## config.mk

```make
export PLATFORM = sky130hd
export DESIGN_NAME = sws_switch_ctrl
export DESIGN_NICKNAME = d
export VERILOG_FILES = /design/src/common/sws_pkg.sv /design/src/hw/sws_sync.sv /design/src/hw/sws_switch_ctrl.sv
export SDC_FILE = /design/constraint.sdc
export NUM_CORES = 1
export LEC_CHECK = 0
export ABC_AREA = 1
export BUFFER_PORTS_ARGS = -buffer_cell sky130_fd_sc_hd__buf_4
export CORE_ASPECT_RATIO = 1.5
export CORE_MARGIN = 2
export CORE_UTILIZATION = 45
export CTS_BUF_LIST = sky130_fd_sc_hd__clkbuf_4
export DETAILED_ROUTE_END_ITERATION = 7
export GPL_ROUTABILITY_DRIVEN = 0
export PLACE_DENSITY_LB_ADDON = 0.25
export SLEW_MARGIN = 20
export SYNTH_ARGS = -nofsm -noshare
export SYNTH_HDL_FRONTEND = slang
export SYNTH_SLANG_ARGS = --single-unit
export TNS_END_PERCENT = 10
```

## constraint.sdc

```tcl
create_clock -name clk -period 5.15 [get_ports clk]
set_input_delay 1.545 -clock clk [delete_from_list [all_inputs] [get_ports clk]]
set_output_delay 1.545 -clock clk [all_outputs]
set_load 0.03 [all_outputs]
```

## src/common/sws_pkg.sv

```systemverilog
package sws_pkg;
    // clock and timing
    localparam int unsigned CLK_HZ = 20_000_000;
    localparam int unsigned FREQ_LOW_HZ = 44_000;
    localparam int unsigned FREQ_HIGH_HZ = 130_000;
    // period counts, rounded down
    localparam int unsigned PERIOD_LOW_CYC = CLK_HZ / FREQ_LOW_HZ;
    localparam int unsigned PERIOD_HIGH_CYC = CLK_HZ / FREQ_HIGH_HZ;
    // duty window in percent
    localparam int unsigned MAX_DUTY_PCT = 67;
    // turn-on blanking time in ns, plain default
    localparam int unsigned BLANK_NS = 200;
    localparam int unsigned CLK_PERIOD_NS = 50;
    localparam int unsigned BLANK_CYC = (BLANK_NS + CLK_PERIOD_NS - 1) / CLK_PERIOD_NS;
    localparam int unsigned CNT_W = 10;

    typedef enum logic [1:0] {
        SWS_IDLE = 2'b00,
        SWS_ON = 2'b01,
        SWS_DONE = 2'b10
    } sws_state_t;
endpackage : sws_pkg

```

## src/hw/sws_sync.sv

```systemverilog
module sws_sync (
    input wire logic clk,
    input wire logic rst_n,
    input wire logic ce,
    input wire logic din,
    output logic dout
);
    logic stage1;
    logic next_stage1;
    logic next_dout;

    // two flops, first read only by second
    always_comb begin
        next_stage1 = ce ? din : stage1;
        next_dout = ce ? stage1 : dout;
    end

    always_ff @(posedge clk or negedge rst_n) begin
        if (!rst_n) begin
            stage1 <= 1'b0;
            dout <= 1'b0;
        end else begin
            stage1 <= next_stage1;
            dout <= next_dout;
        end
    end
endmodule : sws_sync

```

## src/hw/sws_switch_ctrl.sv

```systemverilog
// Contract
// - gate on at enabled cycle start
// - gate off on current limit
// - gate off at duty window end
// - enable changes ignored mid cycle
// - oscillator runs continuously
// - sample enable once per cycle start
// - low sample skips whole cycle
// - period 44 kHz or 130 kHz
// - duty window 67 percent, start pulse
// - skipping doubles frequency, except high variant
// - blank current limit after turn-on
module sws_switch_ctrl
    import sws_pkg::*;
#(
    parameter bit HIGH_VARIANT = 1'b0,
    parameter int unsigned BLANK_CYCLES = BLANK_CYC
) (
    input wire logic clk,
    input wire logic rst_n,
    input wire logic ce,
    input wire logic fb_enable,
    input wire logic current_limit,
    output logic gate,
    output logic max_duty_window,
    output logic cycle_start,
    output logic skip_mode
);
    localparam int unsigned PER_NOM = HIGH_VARIANT ? PERIOD_HIGH_CYC : PERIOD_LOW_CYC;
    localparam int unsigned PER_FAST = HIGH_VARIANT ? PERIOD_HIGH_CYC : PERIOD_LOW_CYC / 2;

    // window lengths in clocks, nominal and fast
    localparam int unsigned DUTY_NOM = (PER_NOM * MAX_DUTY_PCT) / 100;
    localparam int unsigned DUTY_FAST = (PER_FAST * MAX_DUTY_PCT) / 100;

    // period must fit the phase counter
    if (PER_NOM >= (1 << CNT_W)) begin : g_bad_period
        $error("sws_switch_ctrl: period does not fit the phase counter");
    end

    // fast period needs room for a start pulse
    if (PER_FAST < 2) begin : g_bad_fast
        $error("sws_switch_ctrl: fast period too short");
    end

    // blanking must end inside the shortest window
    if (BLANK_CYCLES < 1 || BLANK_CYCLES >= DUTY_FAST) begin : g_bad_blank
        $error("sws_switch_ctrl: blanking out of range");
    end

    // window must leave an off time in every period
    if (DUTY_NOM >= PER_NOM || DUTY_FAST >= PER_FAST) begin : g_bad_duty
        $error("sws_switch_ctrl: duty window fills the period");
    end

    // window length for a given period
    function automatic logic [CNT_W-1:0] duty_len(input logic fast);
        int unsigned p;
        p = fast ? PER_FAST : PER_NOM;
        duty_len = CNT_W'((p * MAX_DUTY_PCT) / 100);
    endfunction : duty_len

    // period length in clocks for a given mode
    function automatic logic [CNT_W-1:0] period_len(input logic fast);
        period_len = fast ? CNT_W'(PER_FAST) : CNT_W'(PER_NOM);
    endfunction : period_len

    // synchronised feedback enable
    logic en_sync;

    // oscillator phase and next values
    logic [CNT_W-1:0] phase;
    logic [CNT_W-1:0] next_phase;
    logic next_window;
    logic next_start;
    logic next_skip;
    logic at_end;

    // blanking counter
    logic [CNT_W-1:0] blank;
    logic [CNT_W-1:0] next_blank;

    // switch state and gate
    sws_state_t state;
    sws_state_t next_state;
    logic next_gate;

    sws_sync u_sync (
        .clk(clk),
        .rst_n(rst_n),
        .ce(ce),
        .din(fb_enable),
        .dout(en_sync)
    );

    always_comb begin
        // last phase of the present period
        at_end = (phase == period_len(skip_mode) - CNT_W'(1));
        // phase wraps to zero at period end
        if (at_end) begin
            next_phase = '0;
        end else begin
            next_phase = phase + CNT_W'(1);
        end
        // start pulse in first clock of a period
        next_start = at_end;
        next_skip = skip_mode;
        if (at_end) begin
            next_skip = ~en_sync;
        end
        next_window = next_phase < duty_len(next_skip);
    end

    // register oscillator state and outputs
    always_ff @(posedge clk or negedge rst_n) begin
        if (!rst_n) begin
            phase <= '0;
            max_duty_window <= 1'b0;
            cycle_start <= 1'b0;
            skip_mode <= 1'b0;
        end else if (ce) begin
            phase <= next_phase;
            max_duty_window <= next_window;
            cycle_start <= next_start;
            skip_mode <= next_skip;
        end
    end

    // blanking count, reloaded at every cycle start
    always_comb begin
        next_blank = blank;
        if (at_end) begin
            next_blank = CNT_W'(BLANK_CYCLES);
        end else if (state == SWS_ON && blank != '0) begin
            next_blank = blank - CNT_W'(1);
        end
    end

    // register blanking count
    always_ff @(posedge clk or negedge rst_n) begin
        if (!rst_n) begin
            blank <= '0;
        end else if (ce) begin
            blank <= next_blank;
        end
    end

    // switch state per cycle
    always_comb begin
        next_state = state;
        next_gate = gate;
        if (at_end) begin
            next_state = en_sync ? SWS_ON : SWS_IDLE;
            next_gate = en_sync;
        end else begin
            case (state)
                SWS_ON: begin
                    if (blank == '0 && current_limit) begin
                        next_state = SWS_DONE;
                        next_gate = 1'b0;
                    end
                    if (!next_window) begin
                        next_state = SWS_DONE;
                        next_gate = 1'b0;
                    end
                end
                SWS_IDLE, SWS_DONE: begin
                    next_gate = 1'b0;
                end
                default: begin
                    next_state = SWS_IDLE;
                    next_gate = 1'b0;
                end
            endcase
        end
    end

    // register switch state and gate
    always_ff @(posedge clk or negedge rst_n) begin
        if (!rst_n) begin
            state <= SWS_IDLE;
            gate <= 1'b0;
        end else if (ce) begin
            state <= next_state;
            gate <= next_gate;
        end
    end
endmodule : sws_switch_ctrl

```

==> results.sh <==
export IMPL_status="finished clean"
export IMPL_setup_tns_ns=0
export IMPL_coreArea_um2=3649
export IMPL_grt_pass1_vias=1365
export IMPL_layoutNonFillerInstCount=267
export IMPL_cts_clk_slew_worst_paths_ns=0.18
export IMPL_wl_per_cell_um=12.39
export IMPL_final_hold_viol_count=0
export IMPL_synth_xor_area_share=0.01550
export IMPL_n_antenna_cell=0
export IMPL_hold_start="u_sync.dout"
export IMPL_max_cap_violations=0
export IMPL_ys_ff_latch=28
export IMPL_whs_path_depth=2
export IMPL_arrival_ns=3.02
export IMPL_r2r_start="phase[8]"
export IMPL_min_period_ns=2.738
export IMPL_cts_sinks=28
export IMPL_crit_path_start_kind="flop"
export IMPL_postRouteWirelength_mm=3.308
export IMPL_use_met2=0.3171
export IMPL_r2r_end="state[0]"
export IMPL_grt_usage=0.1839
export IMPL_portBuffers=8
export IMPL_synth_net_count=227
export IMPL_synth_compound_area_share=0.1085
export IMPL_synthMuxAreaShare=0
export IMPL_cts_setup_buffers=0
export IMPL_startpoint="phase[8]"
export IMPL_p_sw_mw=0.2494
export IMPL_area_growth_pct=8.487
export IMPL_syn_inst=216
export IMPL_synth_largest_area_cell="dfrtp_1"
export IMPL_overflow=0
export IMPL_max_freq_ghz=0.3653
export IMPL_p_clk_frac=0.220
export IMPL_finalSetupViolations=0
export IMPL_synth_area_leaders="dfrtp_1 (41%), nand2_1 (13%), inv_1 (7.1%)"
export IMPL_yosysSeqAreaShare=0.4133
export IMPL_die_area_um2=4285
export IMPL_relSlewSlack=0.6571
export IMPL_drive_gt1_frac=0.1473
export IMPL_power_density_nw_per_um2=364.9
export IMPL_leakage_nw=0.9172
export IMPL_cts_inserted_buffers=3
export IMPL_antenna_found_initial=0
export IMPL_pwr_share_comb=0.310
export IMPL_endpoint_kind="flop"
export IMPL_synth_edf_count=0
export IMPL_drtIter0Drc=26
export IMPL_viasPerCell=5.075
export IMPL_ff2ff_setup_slack_ns=2.41
export IMPL_netSwitchingFraction=0.3716
export IMPL_dp_slack_ns=2.208
export IMPL_fillers=376
export IMPL_synth_top_family_by_area="simple AND/OR/NAND/NOR gates"
export IMPL_netlist_area_um2=1695
export IMPL_grt_start_max_net_pins=29
export IMPL_p_total_mw=0.6712
export IMPL_synthSimpleGateAreaFrac=0.3277
export IMPL_cts_htree_levels=1
export IMPL_cts_root_buf="clkbuf_4"
export IMPL_holdCritPathClass="reg -> reg"
export IMPL_avgSynthCellArea_um2=7.849
export IMPL_die_y_um=79.18
export IMPL_cts_tree="built"
export IMPL_peakVddDrop_v=0.0002289
export IMPL_synthArstFlopShare=1.000
export IMPL_grt_busiest_layer="met2"
export IMPL_fin_crit_sh=0.5316
export IMPL_num_io_pins=9
export IMPL_dp_cells=263
export IMPL_drc_errors=0
export IMPL_grt_setup_unrepaired="false"
export IMPL_skew_ns=0.02712
export IMPL_synth_cell_type_count=32
export IMPL_vias=1355
export IMPL_pwr_share_seq=0.470
export IMPL_ys_flop_type="dfrtp_1"
export IMPL_dieWidth_um=54.12
export IMPL_antenna_left=0
export IMPL_yosys_area_top_type_share=0.4133
export IMPL_tightest_slew_ns=0.5137
export IMPL_hpwl_mm=2.530
export IMPL_firstDrtPassIters=4
export IMPL_clk_latency_ns=0.34
export IMPL_row_count=27
export IMPL_crit_fanout=11
export IMPL_p_int_mw=0.4218
export IMPL_cp_required_ns=5.43
export IMPL_start_util=0.4647
export IMPL_global_route_usage_met3=0.02068
export IMPL_slew_violations=0
export IMPL_num_nets_final=236
export IMPL_worst_slack_ns=2.412
export IMPL_synth_fa_ha_area_frac=0.04428
export IMPL_synth_warnings=0
export IMPL_crit_type="reg -> reg"
export IMPL_whs_endpoint="u_sync.dout"
export IMPL_final_util=0.5041
export IMPL_cts_hold_fix_buffers=0
export IMPL_clk_path_buf_depth=2
export IMPL_grt_pass1_wl_mm=5.913
export IMPL_reg2regPathDepth=19
export IMPL_postCtsResizedCells=0
export IMPL_use_met1=0.2291
==> power groups by stage <==
stage | clock (mW) | sequential (mW) | combinational, mW
6_report | 0.148 | 0.315 | 0.208
5_1_grt | 0.155 | 0.324 | 0.245
4_1_cts | 0.149 | 0.316 | 0.212
3_5_place_dp | 0 | 0.320 | 0.211
3_3_place_gp | 0 | 0.320 | 0.208
2_1_floorplan | 0 | 0.315 | 0.157
==> flip-flops by register name, indices dropped and copies added (netlist names) <==
name             count
skip_mode            1
phase               10
u_sync.dout          1
cycle_start          1
max_duty_window      1
blank               10
u_sync.stage1        1
state                2
gate                 1
==> worst max-delay path by stage <==
stage | to | cells after the start | slack [ns]
floorplan | blank[9] | 9 | 2.37
global placement | blank[6] | 8 | 2.25
detailed placement | blank[9] | 9 | 2.21
CTS | state[0] | 19 | 2.36
global route | state[0] | 20 | 2.10
finish | state[0] | 19 | 2.41
==> cell type report <==
type                    count  area [um^2]  area share
multi-input cells         149        840.8      0.4571
flip-flops and latches     28        700.7      0.3810
inverters                  35        131.4     0.07143
repair buffers              8        60.06     0.03265
well taps                  43        53.80     0.02925
clock inverters             1        30.03     0.01633
clock buffers               3        22.52     0.01224
==> cell usage after synthesis (4+ instances only) <==
library cell,number
a21oi_1,6
dfrtp_1,28
ha_1,6
inv_1,32
nand2_1,58
nand2_2,4
nand3_1,14
nor2_1,11
nor3_1,6
o21ai_0,19
==> placed cells by master (no fill, tap or decap), types with 2 or more instances in the layout <==
cell	instances
nand4_1	2
o21ai_0	19
nor2_4	3
nand2_1	58
inv_1	32
inv_2	3
nor3_1	6
dfrtp_1	28
nand2_2	4
clkbuf_4	3
nand3_1	14
buf_4	8
xor2_1	3
nand3_2	2
a21oi_1	6
ha_1	6
nor2_1	11
==> kinds of logic after synthesis <==
kind of cell,after synthesis
AOI/OAI and AO/OA,31
xor gates and xnor gates,3
adders and majority gates,6
buffers and inverters,39
DFF,28
and+or+nand+nor,109
==> per-stage QoR <==
stage               hold slack [ns]  area [um^2]
floorplan                    0.4422         1695
global placement             0.4590         1787
CTS                          0.5019         1839
finish                       0.5045         1839
detailed placement           0.4639         1787
global route                 0.5255         1839
==> per-layer routing <==
layer  vias up  wire length (um)  share of wire
li1        703                 -              -
met1       638              1439           0.44
met2        10              1773           0.54
met3         4                61          0.018
met4         0                34          0.010
met5         -                 0              0
==> critical path, stage by stage, from the launching register on <==
cell	delay, ns
dfrtp_1	0.47
inv_1	0.09
nor2_1	0.09
nand3_1	0.08
nand2_1	0.12
nand3_4	0.19
inv_1	0.13
nand2_1	0.11
nand2_1	0.16
inv_1	0.10
ha_1	0.27
o21ai_0	0.06
or2_1	0.23
nand3_2	0.07
nand2_1	0.05
nand2_1	0.06
nand2_2	0.07
nand3_2	0.09
nand2_2	0.07
o21ai_0	0.16
Power figures use the tool's default switching activity.
